[config.mk]
export PLATFORM = sky130hd
export DESIGN_NAME = tcc_top
export DESIGN_NICKNAME = d
export VERILOG_FILES = /design/src/core/tcc_pkg.sv /design/src/core/tcc_ahb_slave.sv /design/src/core/tcc_match_det.sv /design/src/core/tcc_top.sv
export SDC_FILE = /design/constraint.sdc
export NUM_CORES = 1
export LEC_CHECK = 0
export ABC_AREA = 1
export BUFFER_PORTS_ARGS = -buffer_cell sky130_fd_sc_hd__buf_4
export CELL_PAD_IN_SITES_DETAIL_PLACEMENT = 1
export CELL_PAD_IN_SITES_GLOBAL_PLACEMENT = 1
export CORE_ASPECT_RATIO = 0.9
export CORE_MARGIN = 1
export CORE_UTILIZATION = 39
export DETAILED_ROUTE_END_ITERATION = 10
export HOLD_SLACK_MARGIN = 0.03
export PLACE_DENSITY_LB_ADDON = 0.2
export SLEW_MARGIN = 20
export SYNTH_ARGS = -nofsm -noshare
export SYNTH_HDL_FRONTEND = slang
export SYNTH_SLANG_ARGS = --single-unit
[constraint.sdc]
create_clock -name SYS_CLK -period 4.87 [get_ports SYS_CLK]
set_input_delay 0.2435 -clock SYS_CLK [delete_from_list [all_inputs] [get_ports SYS_CLK]]
set_output_delay 0.2435 -clock SYS_CLK [all_outputs]
set_load 0.01 [all_outputs]
[src/core/tcc_pkg.sv]
// Purpose: Constants and types for the timer compare channel.
// Assumes: AHB-Lite register bus, 32-bit words, one aligned word per register.
// Notes: Register offsets are byte addresses.
package tcc_pkg;
	localparam logic [11:0] TCC_OFF_CMP_LO = 12'h000;
	localparam logic [11:0] TCC_OFF_CMP_HI = 12'h004;
	localparam logic [11:0] TCC_OFF_CTRL = 12'h008;
	localparam logic [11:0] TCC_OFF_TSEL1 = 12'h00C;
	localparam logic [11:0] TCC_OFF_TSEL2 = 12'h010;
	localparam logic [11:0] TCC_OFF_FLAG = 12'h014;
	localparam logic [11:0] TCC_OFF_IEN = 12'h018;
	localparam logic [11:0] TCC_OFF_STAT = 12'h01C;
	localparam int TCC_ADDR_W = 12;
	localparam int TCC_TMR_W = 16;
	localparam int TCC_FLAG_BIT = 1;
	localparam logic [7:0] TCC_CTRL_MASK = 8'h3F;
	localparam logic [7:0] TCC_TSEL1_MASK = 8'hD7;
	localparam logic [7:0] TCC_TSEL2_MASK = 8'h17;
	localparam logic [7:0] TCC_FLAG_MASK = 8'h02;
	localparam logic [7:0] TCC_RST_BYTE = 8'h00;
	localparam logic [3:0] TCC_M_SET = 4'h8;
	localparam logic [3:0] TCC_M_CLR = 4'h9;
	localparam logic [3:0] TCC_M_SWI = 4'hA;
	localparam logic [3:0] TCC_M_SPEC = 4'hB;
	localparam logic [3:0] TCC_M_TOG = 4'h2;
	localparam logic [1:0] TCC_HTRANS_NONSEQ = 2'b10;
	localparam logic [1:0] TCC_HTRANS_SEQ = 2'b11;
	localparam logic [2:0] TCC_HSIZE_WORD = 3'b010;
	typedef enum {TCC_ACT_NONE, TCC_ACT_HIGH, TCC_ACT_LOW, TCC_ACT_TOGGLE} tcc_act_t;
	typedef struct packed {
		logic [TCC_TMR_W-1:0] count;
		logic step;
	} tcc_timer_t;
	typedef struct packed {
		logic [TCC_ADDR_W-1:0] addr;
		logic write;
	} tcc_bus_req_t;
endpackage : tcc_pkg

[src/core/tcc_ahb_slave.sv]
// Purpose: AHB-Lite slave front end, zero wait states.
// Assumes: Single word transfers only; response always OKAY.
// Notes: Write strobe lands in the data phase together with hwdata.
`timescale 1ns/100ps
module tcc_ahb_slave
	import tcc_pkg::*;
(
	input wire logic clk,
	input wire logic rst_b,
	input wire logic hsel,
	input wire logic [31:0] haddr,
	input wire logic [1:0] htrans,
	input wire logic hwrite,
	input wire logic [2:0] hsize,
	input wire logic hready,
	output tcc_bus_req_t dphase,
	output logic wr_stb,
	output logic rd_stb
);
	tcc_bus_req_t req_q;
	logic valid_q;
	wire logic take = hsel && hready && (htrans == TCC_HTRANS_NONSEQ || htrans == TCC_HTRANS_SEQ)
		&& hsize == TCC_HSIZE_WORD;
	always_ff @(posedge clk or negedge rst_b) begin
		if (!rst_b) begin
			req_q <= '0;
			valid_q <= 1'b0;
		end else if (hready) begin
			valid_q <= take;
			req_q <= '{addr: haddr[TCC_ADDR_W-1:0], write: hwrite};
		end
	end
	assign dphase = req_q;
	assign wr_stb = valid_q && req_q.write;
	assign rd_stb = valid_q && !req_q.write;
endmodule : tcc_ahb_slave

[src/core/tcc_match_det.sv]
// Purpose: Equality detector firing once per timer step.
// Assumes: Timer steps arrive as one-cycle enables on the system clock.
// Notes: A stalled timer equal to the compare value fires only once.
`timescale 1ns/100ps
module tcc_match_det
	import tcc_pkg::*;
#(
	parameter int W = TCC_TMR_W
) (
	input wire logic clk,
	input wire logic rst_b,
	input wire logic [W-1:0] count,
	input wire logic [W-1:0] value,
	input wire logic timer_chg,
	input wire logic value_chg,
	input wire logic enable,
	output logic hit
);
	logic armed_q;
	wire logic equal = (count == value);
	// Re-arm after any change of either operand
	wire logic armed_d = timer_chg || value_chg || !equal || !enable ? 1'b1 : 1'b0;
	assign hit = enable && equal && armed_q;
	always_ff @(posedge clk or negedge rst_b) begin
		if (!rst_b) begin
			armed_q <= 1'b1;
		end else begin
			armed_q <= hit ? 1'b0 : (armed_d | armed_q);
		end
	end
endmodule : tcc_match_det

[src/core/tcc_top.sv]
// Purpose: One compare channel with AHB-Lite registers and interrupt.
// Assumes: Both timebases run on SYS_CLK and give their counts as inputs.
// Notes: Capture and PWM modes are not built; those modes only hold settings.
`timescale 1ns/100ps
module tcc_top
	import tcc_pkg::*;
(
	input wire logic SYS_CLK,
	input wire logic RST_B,
	input wire logic HSEL,
	input wire logic [31:0] HADDR,
	input wire logic [1:0] HTRANS,
	input wire logic HWRITE,
	input wire logic [2:0] HSIZE,
	input wire logic [31:0] HWDATA,
	input wire logic HREADY,
	output logic [31:0] HRDATA,
	output logic HREADYOUT,
	output logic HRESP,
	input wire logic [TCC_TMR_W-1:0] TIMEBASE_A_COUNT,
	input wire logic [TCC_TMR_W-1:0] TIMEBASE_B_COUNT,
	input wire logic ADC_ENABLED,
	output logic CMP_PIN,
	output logic TIMEBASE_A_RESET,
	output logic TIMEBASE_B_RESET,
	output logic SPECIAL_TRIGGER,
	output logic ADC_START,
	output logic IRQ
);
	tcc_bus_req_t dph;
	logic wr_stb;
	logic rd_stb;
	logic [7:0] cmp_lo_q;
	logic [7:0] cmp_hi_q;
	logic [7:0] ctrl_q;
	logic [7:0] tsel1_q;
	logic [7:0] tsel2_q;
	logic [7:0] flag_q;
	logic [7:0] ien_q;
	logic latch_q;
	logic trig_q;
	logic rst_a_q;
	logic rst_b_q;
	logic irq_q;
	logic [31:0] rdata_q;
	logic [TCC_TMR_W-1:0] cnt_prev_q;
	logic [1:0] tsel_prev_q;
	logic hit;
	tcc_act_t act;

	tcc_ahb_slave u_bus (
		.clk(SYS_CLK),
		.rst_b(RST_B),
		.hsel(HSEL),
		.haddr(HADDR),
		.htrans(HTRANS),
		.hwrite(HWRITE),
		.hsize(HSIZE),
		.hready(HREADY),
		.dphase(dph),
		.wr_stb(wr_stb),
		.rd_stb(rd_stb)
	);

	wire logic [7:0] wbyte = HWDATA[7:0];
	wire logic wr_cmp_lo = wr_stb && dph.addr == TCC_OFF_CMP_LO;
	wire logic wr_cmp_hi = wr_stb && dph.addr == TCC_OFF_CMP_HI;
	wire logic wr_ctrl = wr_stb && dph.addr == TCC_OFF_CTRL;
	wire logic wr_tsel1 = wr_stb && dph.addr == TCC_OFF_TSEL1;
	wire logic wr_tsel2 = wr_stb && dph.addr == TCC_OFF_TSEL2;
	wire logic wr_flag = wr_stb && dph.addr == TCC_OFF_FLAG;
	wire logic wr_ien = wr_stb && dph.addr == TCC_OFF_IEN;

	wire logic [3:0] mode = ctrl_q[3:0];
	wire logic [1:0] tsel = tsel1_q[1:0];
	// Reserved select 11 leaves the channel without a timebase
	wire logic use_a = (tsel == 2'b00);
	wire logic use_b = (tsel == 2'b01) || (tsel == 2'b10);
	wire logic [TCC_TMR_W-1:0] cnt = use_a ? TIMEBASE_A_COUNT : TIMEBASE_B_COUNT;
	wire logic is_cmp = (mode == TCC_M_TOG) || (mode == TCC_M_SET) || (mode == TCC_M_CLR)
		|| (mode == TCC_M_SWI) || (mode == TCC_M_SPEC);
	wire logic cmp_en = is_cmp && (use_a || use_b);
	wire logic [TCC_TMR_W-1:0] cmp_val = {cmp_hi_q, cmp_lo_q};
	wire logic timer_chg = (cnt != cnt_prev_q) || (tsel != tsel_prev_q);
	wire logic value_chg = wr_cmp_lo || wr_cmp_hi || wr_ctrl;

	tcc_match_det #(
		.W(TCC_TMR_W)
	) u_det (
		.clk(SYS_CLK),
		.rst_b(RST_B),
		.count(cnt),
		.value(cmp_val),
		.timer_chg(timer_chg),
		.value_chg(value_chg),
		.enable(cmp_en),
		.hit(hit)
	);

	always_comb begin
		case (mode)
			TCC_M_SET: act = TCC_ACT_HIGH;
			TCC_M_CLR: act = TCC_ACT_LOW;
			TCC_M_TOG: act = TCC_ACT_TOGGLE;
			TCC_M_SWI: act = TCC_ACT_NONE;
			default: act = TCC_ACT_NONE;
		endcase
	end

	wire logic ctrl_zero = wr_ctrl && (wbyte == 8'h00);
	wire logic latch_d = ctrl_zero ? 1'b0 :
		!hit ? latch_q :
		act == TCC_ACT_HIGH ? 1'b1 :
		act == TCC_ACT_LOW ? 1'b0 :
		act == TCC_ACT_TOGGLE ? !latch_q : latch_q;
	wire logic spec_hit = hit && (mode == TCC_M_SPEC);
	// Set beats a software clear landing in the same cycle
	wire logic [7:0] flag_clr = wr_flag ? ~wbyte : 8'h00;
	wire logic [7:0] flag_set = {6'h00, hit, 1'b0};
	wire logic [7:0] flag_d = ((flag_q & ~flag_clr) | flag_set) & TCC_FLAG_MASK;
	wire logic irq_d = |(flag_d & ien_q & TCC_FLAG_MASK);

	wire logic [7:0] rd_byte = dph.addr == TCC_OFF_CMP_LO ? cmp_lo_q :
		dph.addr == TCC_OFF_CMP_HI ? cmp_hi_q :
		dph.addr == TCC_OFF_CTRL ? ctrl_q :
		dph.addr == TCC_OFF_TSEL1 ? tsel1_q :
		dph.addr == TCC_OFF_TSEL2 ? tsel2_q :
		dph.addr == TCC_OFF_FLAG ? flag_q :
		dph.addr == TCC_OFF_IEN ? ien_q :
		dph.addr == TCC_OFF_STAT ? {7'h00, latch_q} : 8'h00;

	always_ff @(posedge SYS_CLK or negedge RST_B) begin
		if (!RST_B) begin
			cmp_lo_q <= TCC_RST_BYTE;
			cmp_hi_q <= TCC_RST_BYTE;
			ctrl_q <= TCC_RST_BYTE;
			tsel1_q <= TCC_RST_BYTE;
			tsel2_q <= TCC_RST_BYTE;
			ien_q <= TCC_RST_BYTE;
		end else begin
			if (wr_cmp_lo) cmp_lo_q <= wbyte;
			if (wr_cmp_hi) cmp_hi_q <= wbyte;
			if (wr_ctrl) ctrl_q <= wbyte & TCC_CTRL_MASK;
			if (wr_tsel1) tsel1_q <= wbyte & TCC_TSEL1_MASK;
			if (wr_tsel2) tsel2_q <= wbyte & TCC_TSEL2_MASK;
			if (wr_ien) ien_q <= wbyte & TCC_FLAG_MASK;
		end
	end

	always_ff @(posedge SYS_CLK or negedge RST_B) begin
		if (!RST_B) begin
			flag_q <= TCC_RST_BYTE;
			latch_q <= 1'b0;
			trig_q <= 1'b0;
			rst_a_q <= 1'b0;
			rst_b_q <= 1'b0;
			irq_q <= 1'b0;
			cnt_prev_q <= '0;
			tsel_prev_q <= 2'b00;
		end else begin
			flag_q <= flag_d;
			latch_q <= latch_d;
			trig_q <= spec_hit;
			rst_a_q <= spec_hit && use_a;
			rst_b_q <= spec_hit && use_b;
			irq_q <= irq_d;
			cnt_prev_q <= cnt;
			tsel_prev_q <= tsel;
		end
	end

	always_ff @(posedge SYS_CLK or negedge RST_B) begin
		if (!RST_B) begin
			rdata_q <= 32'h0000_0000;
		end else begin
			rdata_q <= (rd_stb || wr_stb) ? {24'h00_0000, rd_byte} : 32'h0000_0000;
		end
	end

	// Read data follows the data phase; bus runs without wait states
	assign HRDATA = rd_stb ? {24'h00_0000, rd_byte} : rdata_q;
	assign HREADYOUT = 1'b1;
	assign HRESP = 1'b0;
	assign CMP_PIN = latch_q;
	assign TIMEBASE_A_RESET = rst_a_q;
	assign TIMEBASE_B_RESET = rst_b_q;
	assign SPECIAL_TRIGGER = trig_q;
	// Basic channel never starts a conversion, whatever the converter state
	assign ADC_START = 1'b0 & ADC_ENABLED;
	assign IRQ = irq_q;
endmodule : tcc_top

Word level (Yosys, flattened, before mapping):

Cells that the tools add are included.

* memories kept: 0
* register bits: 80
* bits in latches: 0
* input bits: 107
* word-level logic and storage cells: 111
* output and inout bits: 40
* memory bits (writable): 0
* bits in read-only memories: 0

* reduce and logical (&&, ||, !) cells: 43
* equal/unequal tests: 23
* $add $sub $neg: 0
* div/mod/pow operators: 0
* bitwise logic cells: 6
* multiplexer cells: 20
* shift operators: 0
* order comparisons: 0
* $mul: 0

Operators with widths (number)
* $eq A32 B3 Y1 const B: 2
* $eq A12 B5 Y1 const B: 4
* $mux W8: 6
* $eq A32 B2 Y1 const B: 1
* $eq A12 B4 Y1 const B: 2
* $logic_and A1 B1 Y1: 19
* $eq A16 B16 Y1: 1
* $eq A4 B4 Y1 const B: 4
* $mux W16: 1
* $ne A16 B16 Y1: 1
* $logic_or A1 B1 Y1: 14
* $eq A12 B3 Y1 const B: 1
* $logic_not A12 Y1: 1
* $logic_not A8 Y1: 1
* $mux W1: 8
* $eq A2 B2 Y1 const B: 3
* $mux W2: 3
* $pmux W2 S3: 1
* $mux W5: 1
* $and A2 B2 Y2: 2
* $eq A4 B2 Y1 const B: 1
* $logic_not A1 Y1: 4
* $not A2 Y2: 2
* $reduce_bool A4 Y1: 1
* 8 further kinds: 8

Logic depth before layout (Yosys ltp):

Gate-level depths: netlist of run 1.

* word-level depth: 11
* depth in mapped cells: 17
* gate-level depth less buffers: 16

Hierarchy:

Synthesis of run 1 repeated with hierarchy kept, for this count alone.

* cell total of the unflattened synthesis: 595
* area total of the unflattened synthesis: 4456.8 µm²

By module, submodules not included
* tcc_top: instances 1, cells each 445, area an instance 3523.4 µm², seq. area each 1626.6 µm²
* tcc_ahb_slave: instances 1, cells each 68, area an instance 565.5 µm², seq. area each 350.3 µm²
* tcc_match_det: instances 1, cells each 82, area an instance 367.9 µm², seq. area each 26.3 µm²

Worst setup path before layout of run 1:

OpenSTA, ideal clock, no wires.

* path kind: register to register
* start: register tsel1_q[0]
* end: register latch_q, in the netlist CMP_PIN
* path slack: 2.987 ns
* stages on the path, launching flop included: 17
* data required time: 4.753 ns
* data arrival time: 1.766 ns
* path through: dfrtp_1 inv_1 ha_1 buf_6 buf_12 nand2_1 nand2_2 nand2_1 nand2_1 nor2_1 nand2_1 nor2_1 nand4_1 nand2_1 nand2_1 nand2_1 nand2_1

* elaborated cells between the ends (all ways): 12
* classes of those cells: 3 x eq/ne; 1 x mux; 8 x reduce/logical

RTL lines
* from (decl): line tcc_top.sv:36 `logic [7:0] tsel1_q;`
* from (signal assigned): line tcc_top.sv:144 `if (wr_tsel1) tsel1_q <= wbyte & TCC_TSEL1_MASK;`
* $logic_not A2 Y1: line tcc_top.sv:77 `wire logic use_a = (tsel == 2'b00);`
* $mux W16: line tcc_top.sv:79 `wire logic [TCC_TMR_W-1:0] cnt = use_a ? TIMEBASE_A_COUNT : TIMEBASE_B_COUNT;`
* via cnt[8]: line tcc_top.sv:79
* $eq A16 B16 Y1: line tcc_match_det.sv:20 `wire logic equal = (count == value);`
* $logic_and A1 B1 Y1 (2 in a row): line tcc_match_det.sv:23 `assign hit = enable && equal && armed_q;`
* $reduce_bool A2 Y1 (no source line)
* $reduce_and A2 Y1 (no source line)
* to (signal assigned): line tcc_top.sv:162 `latch_q <= latch_d;`
* to (decl): line tcc_top.sv:40 `logic latch_q;`

The timed path passes the listed nets, and every way through them passes these cells.
A chain may end at the register's enable or synchronous reset.

Worst setup path after layout of run 1:

Ends and elaborated chain as after synthesis.

==> results_dict.tcl, run 1 <==
set metrics [dict create \
    synthFlopType "dfrtp_1" \
    fin_crit_sh_pct 58.05 \
    vias 4235 \
    synth_edf_count 0 \
    path_delay_family "simple AND/OR/NAND/NOR gates" \
    yosysTopAreaCellShare_pct 42.61 \
    status "complete, no violations" \
    syn_area_per_cell_sq_um 7.411 \
    critical_path.max_stage_delay_ns 0.47 \
    grt_max_degree 45 \
    drt_first_pass_iters 4 \
    dpl.hpwl_microns 11100 \
    grtUsageTotal_pct 23.86 \
    postSynthCellCount 626 \
    leakage_nw 3.094 \
    slew_viol_final 0 \
    die_area_sq_um 12340 \
    vias_per_cell 4.913 \
    p_per_area_nw_per_um2 270.7 \
    path_clk_slew_ns 0.06 \
    nFillCells 1485 \
    cp.arrival_ns 3.06 \
    clock_latency_ns 0.35 \
    ys_warn_count 0 \
    clock.fmax_ghz 0.3537 \
    grt_setup_unrepaired "false" \
    crit_type "reg -> reg" \
    cp.required_ns 5.11 \
    holdCritStartpoint "HADDR[11]" \
    drc 0 \
    hold_violations 0 \
    maxSlewHeadroom_pct 60.73 \
    ios 147 \
    gr-total-overflow 0 \
    grt_pass1_wl_microns 22020 \
    syn_area_sq_um 4639 \
    num-nets-final 810 \
    endpoint_kind "register" \
    numCtsBuffers 9 \
    synth_most_common_cell "nand2_1" \
    start_kind "register" \
    layout-drive-gt1-share_pct 18.27 \
    rrSetupSlack_ns 2.04 \
    path_cells "inv_1, ha_1, buf_4, inv_2, nand2_1, nand2_1, inv_1, nand2_1, nand2_1, nor2_1, nand2_1, nor2_1, nand4_1, nand2_1, nand2_1, nand2_1, nand2_1" \
    cp_common_cell "nand2_1" \
    num_rows 37 \
    period_needed_ns 2.827 \
    die_w_microns 117.0 \
    synth_cell_types 38 \
    ys_ff_latch 80 \
    r2r_cells 17 \
    clock-sinks 80 \
    cts_resized 0 \
    n_antenna_cell 0 \
    syn_to_final_growth_pct 18.45 \
    antenna_found_initial 0 \
    ant_nets 0 \
    place.gp.congestion 0.8934 \
    r2r-start "tsel1_q[0]$_DFFE_PN0P_" \
    holdCritPathClass "in -> reg" \
    cts_max_level 3 \
    whs_path_depth 3 \
    min_to "u_bus.dphase[12]$_DFFE_PN0P_" \
    worst_slew_pin_slew_ns 0.5890 \
    drt-initial-drc-count 169 \
    multi_input_area_sq_um 2160 \
    clockBufferDepth 2 \
    die_y_microns 105.5 \
    tns_ns 0 \
    core_region_area_sq_um 11530 \
    finalSetupViolCount 0 \
    synth.top_cells.by_count "194 x nand2_1, 79 x dfrtp_1, 72 x inv_1, 52 x nor2_1, 47 x o21ai_0" \
    portBuffers 73 \
    async_flop_share_pct 100.0 \
    synthTopCellsByArea "dfrtp_1 43%, nand2_1 16%, inv_1 5.8%" \
    cts_root_buf "clkbuf_16" \
    start_util_pct 40.25 \
    ir_worst_vdd_mv 0.2583 \
    cts_tree "done" \
    worst-path-buf-inv 4 \
    final_util_pct 47.67 \
    crit_slowest_cell "dfrtp_1" \
    synth_top_area_cell "dfrtp_1" \
    grt_pass1_vias 4366 \
    max-cap-violations 0 \
    yosysSeqAreaShare_pct 43.18 \
    cts_setup_buffers 0 \
    finClkSkew_ns 0.006597 \
    routedWlPerCell_microns 16.06 \
    crit_fanout 20 \
    seqCellArea_sq_um 2003 \
    holdBufCountCts 1 \
    reg2reg_to "CMP_PIN$_DFFE_PN0P_" \
    wl_microns 13840 \
]
[how the worst max path moves through the flow]
stage | start | to | cells past startpoint
after CTS | tsel1_q[0]$_DFFE_PN0P_ | CMP_PIN$_DFFE_PN0P_ | 17
after global placement | tsel1_q[0]$_DFFE_PN0P_ | CMP_PIN$_DFFE_PN0P_ | 17
after global routing | tsel1_q[0]$_DFFE_PN0P_ | CMP_PIN$_DFFE_PN0P_ | 15
after floorplan | tsel1_q[0]$_DFFE_PN0P_ | CMP_PIN$_DFFE_PN0P_ | 16
final | tsel1_q[0]$_DFFE_PN0P_ | CMP_PIN$_DFFE_PN0P_ | 17
after detailed placement | tsel1_q[0]$_DFFE_PN0P_ | CMP_PIN$_DFFE_PN0P_ | 17
[cell families after synthesis]
group	Yosys count	share of synthesized area [%]
compound gates	77	8.873
fa+ha+maj	2	0.5393
other cells	2	0.1619
simple gates	338	32.23
buf+inv	114	12.30
flops	80	43.18
mux	5	1.214
xor+xnor	8	1.510
[power breakdown]
group / internal, mW / leakage (nW) / switching, mW
Clock: 0.358 / 0.139 / 0.277
Sequential: 0.684 / 0.877 / 0.0111
Combinational: 0.0612 / 2.08 / 0.0967
[per-layer routing]
metal | part of all wire (%) | vias up | global-route usage [%]
li1 | - | 2085 | -
met1 | 46 | 2056 | 31.66
met5 | 0 | - | 0
met4 | 0.99 | 0 | 6.148
met3 | 3.9 | 11 | 3.623
met2 | 49 | 83 | 40.32
[registers in the layout, summed over array words and instances, names as in the netlist, 2 cells and up]
register	cells
rdata_q	8
tsel2_q	4
u_bus.dphase	13
tsel1_q	6
cmp_hi_q	8
tsel_prev_q	2
cmp_lo_q	8
cnt_prev_q	16
ctrl_q	6
[layout by cell type (no fill, tap or decap), types with 3 or more instances in the layout]
cell and count:
xnor2_1 4, nand2_4 6, nand4_1 18, inv_2 4, inv_1 72, mux2_2 5, nand2_2 16, dfrtp_1 79
nor2_1 52, clkbuf_16 9, o22ai_1 3, o21ai_0 47, o21ai_1 4, nor3_1 6, o221ai_1 4, clkinv_2 3
nand3_1 36, nand2_1 194, a21oi_1 16, xor2_1 4, buf_4 75, conb_1 27
[final cells by class]
cell class / instances / share of cell area (%)
Inverter: 77 / 5.260
Clock buffer: 11 / 4.417
Clock inverter: 5 / 0.5920
Tap cell: 156 / 3.552
Timing Repair Buffer: 76 / 10.43
Sequential cell: 80 / 36.45
Multi-Input combinational cell: 457 / 39.30
[tightest hold or removal path, cell delays in order]
cell     delay (ns)
buf_4          0.08
nand2_1        0.04
o21ai_0        0.06
[metrics by stage]
| step | instances | hold slack [ns] | setup WS, ns | total power [mW] | cell area [sq um] |
|---|---|---|---|---|---|
| 2_1_floorplan | 651 | -0.05209 | 2.987 | 0.7984 | 4733 |
| 3_3_place_gp | 845 | 0.2416 | 2.149 | 0.8573 | 5210 |
| 3_5_place_dp | 845 | 0.2492 | 2.035 | 0.8652 | 5210 |
| 4_1_cts | 862 | 0.1017 | 2.019 | 1.505 | 5495 |
| 5_1_grt | 862 | 0.1239 | 1.774 | 1.546 | 5495 |
| 6_report | 862 | 0.1071 | 2.043 | 1.488 | 5495 |
(Power assumes the default switching activity.)
==> run 2: changes to the inputs <==
Settings changed: CORE_UTILIZATION 39 to 36.
Clock period 4.87 ns to 2.7 ns, I/O delays scaled along.
==> results_dict.tcl, run 2 (synthesis results as in run 1) <==
set metrics [dict create \
    status "complete, no violations" \
    p_per_area_nw_per_um2 489.7 \
    portBuffers 73 \
    cp_common_cell "nand2_1" \
    rrSetupSlack_ns 0.36 \
    vias 4340 \
    n_antenna_cell 0 \
    cts_setup_buffers 0 \
    reg2reg_to "CMP_PIN$_DFFE_PN0P_" \
    crit_slowest_cell "dfrtp_1" \
    dpl.hpwl_microns 10990 \
    routedWlPerCell_microns 16.04 \
    vias_per_cell 4.926 \
    cts_max_level 3 \
    ant_nets 0 \
    grt_setup_unrepaired "false" \
    final_common_cell "nand2_1" \
    start_util_pct 37.68 \
    drc 0 \
    tns_ns 0 \
    min_to "cnt_prev_q[14]$_DFF_PN0_" \
    start_kind "register" \
    cts_root_buf "clkbuf_16" \
    numCtsBuffers 9 \
    grtUsageTotal_pct 23.02 \
    whs_path_depth 3 \
    die_w_microns 121.7 \
    cp.arrival_ns 2.33 \
    ir_worst_vdd_mv 0.3429 \
    leakage_nw 3.162 \
    layout_common_cells "194 x nand2_1, 79 x dfrtp_1, 76 x buf_4" \
    gr-total-overflow 0 \
    period_needed_ns 2.464 \
    clock.fmax_ghz 0.4059 \
    maxSlewHeadroom_pct 49.02 \
    r2r-start "tsel1_q[0]$_DFFE_PN0P_" \
    drt_first_pass_iters 4 \
    finClkSkew_ns 0.008873 \
    fin_crit_sh_pct 91.26 \
    core_region_area_sq_um 12310 \
    syn_to_final_growth_pct 22.46 \
    path_delay_family "simple AND/OR/NAND/NOR gates" \
    worst-path-buf-inv 2 \
    cp.required_ns 2.57 \
    cts_tree "done" \
    critical_path.max_stage_delay_ns 0.38 \
    grt_pass1_wl_microns 23050 \
    antenna_found_initial 0 \
    largest_reg_flops 16 \
    worst_slew_pin_slew_ns 0.7647 \
    finalSetupViolCount 0 \
    die_area_sq_um 13350 \
    path_cells "nor2_1, nand3_2, nor2_1, nand2_1, inv_1, nand2_1, a21oi_1, nand2_1, o21ai_0, o21ai_1, buf_4" \
    num-nets-final 825 \
    path_clk_slew_ns 0.06 \
    crit_fanout 7 \
    top_register "cnt_prev_q" \
    total_power_mw 2.783 \
    crit_type "reg -> out" \
    clock-sinks 80 \
    slew_viol_final 0 \
    grt_pass1_vias 4505 \
    clockBufferDepth 2 \
    endpoint_kind "output port" \
    holdCritStartpoint "TIMEBASE_B_COUNT[14]" \
    drt-initial-drc-count 219 \
    max-cap-violations 0 \
    num_rows 38 \
    ios 147 \
    holdCritPathClass "in -> reg" \
    grt_max_degree 81 \
    die_y_microns 109.7 \
    place.gp.congestion 0.8842 \
    wl_microns 14130 \
    clock_latency_ns 0.35 \
    layout-drive-gt1-share_pct 18.59 \
    r2r_cells 16 \
    hold_violations 0 \
]
-- run 2: worst reg2reg max path, stage by stage, from the launching register on --
cell,delay [ns]
dfrtp_1,0.34
inv_1,0.08
ha_1,0.23
inv_2,0.32
nand2_1,0.12
nand2_1,0.15
inv_1,0.11
nand2_1,0.10
nand2_1,0.06
nor2_1,0.08
nand2_1,0.05
nor2_1,0.10
nand4_1,0.20
nand2_1,0.15
nand2_1,0.06
nand2_1,0.05
nand2_1,0.05
-- run 2: per-layer routing --
metal  part of all wire [%]  vias to the layer above  GRT usage [%]
li1                       -                     2115              -
met2                     46                       98          37.46
met3                    3.6                       14          3.786
met5                      0                        -              0
met1                     49                     2113          31.22
met4                    1.4                        0          7.496
-- run 2: how the worst max path moves through the flow --
stage                                 start                  end  slack, ns  depth (start not counted)
2_1_floorplan        tsel1_q[0]$_DFFE_PN0P_  CMP_PIN$_DFFE_PN0P_       0.82                         16
3_5_place_dp         tsel1_q[0]$_DFFE_PN0P_  CMP_PIN$_DFFE_PN0P_       0.35                         16
6_report       u_bus.dphase[10]$_DFFE_PN0P_            HRDATA[4]       0.24                         11
5_1_grt        u_bus.dphase[10]$_DFFE_PN0P_            HRDATA[4]       0.03                         11
4_1_cts         u_bus.dphase[8]$_DFFE_PN0P_            HRDATA[4]       0.14                         10
3_3_place_gp         tsel1_q[0]$_DFFE_PN0P_  CMP_PIN$_DFFE_PN0P_       0.44                         16
-- run 2: power breakdown --
part / leakage, nW / switching, mW / total [mW] / internal (mW)
combinational: 2.15 / 0.179 / 0.302 / 0.124
clock: 0.140 / 0.510 / 1.23 / 0.717
sequential: 0.877 / 0.0202 / 1.25 / 1.23
total: 3.16 / 0.709 / 2.78 / 2.07
-- run 2: final cells by class --
type / instances / area [sq um]
clock buffers: 11 / 232.7
clock inverters: 5 / 56.30
fillers: 1575 / 6633
inverters: 77 / 289.0
multi-input cells: 457 / 2178
flip-flops and latches: 80 / 2003
well taps: 160 / 200.2
repair buffers: 91 / 721.9
-- run 2: timing repair --
action / in CTS / in global routing
setup endpoints to repair: 0 / 2
gates resized for setup: 0 / 5
hold endpoints to repair: 81 / 0
hold buffers: 14 / 0
-- run 2: through the flow --
stage / std cells / setup slack (ns) / area, sq um / util [%] / hold WS, ns
finish: 881 / 0.2361 / 5682 / 46.14 / 0.04081
floorplan: 651 / 0.8174 / 4733 / - / -0.1606
global placement: 851 / 0.4394 / 5230 / 42.47 / 0.3418
global route: 881 / 0.02752 / 5682 / 46.14 / 0.04252
CTS: 881 / 0.1378 / 5659 / 45.96 / 0.03027
detailed placement: 851 / 0.3482 / 5230 / 42.47 / 0.3559
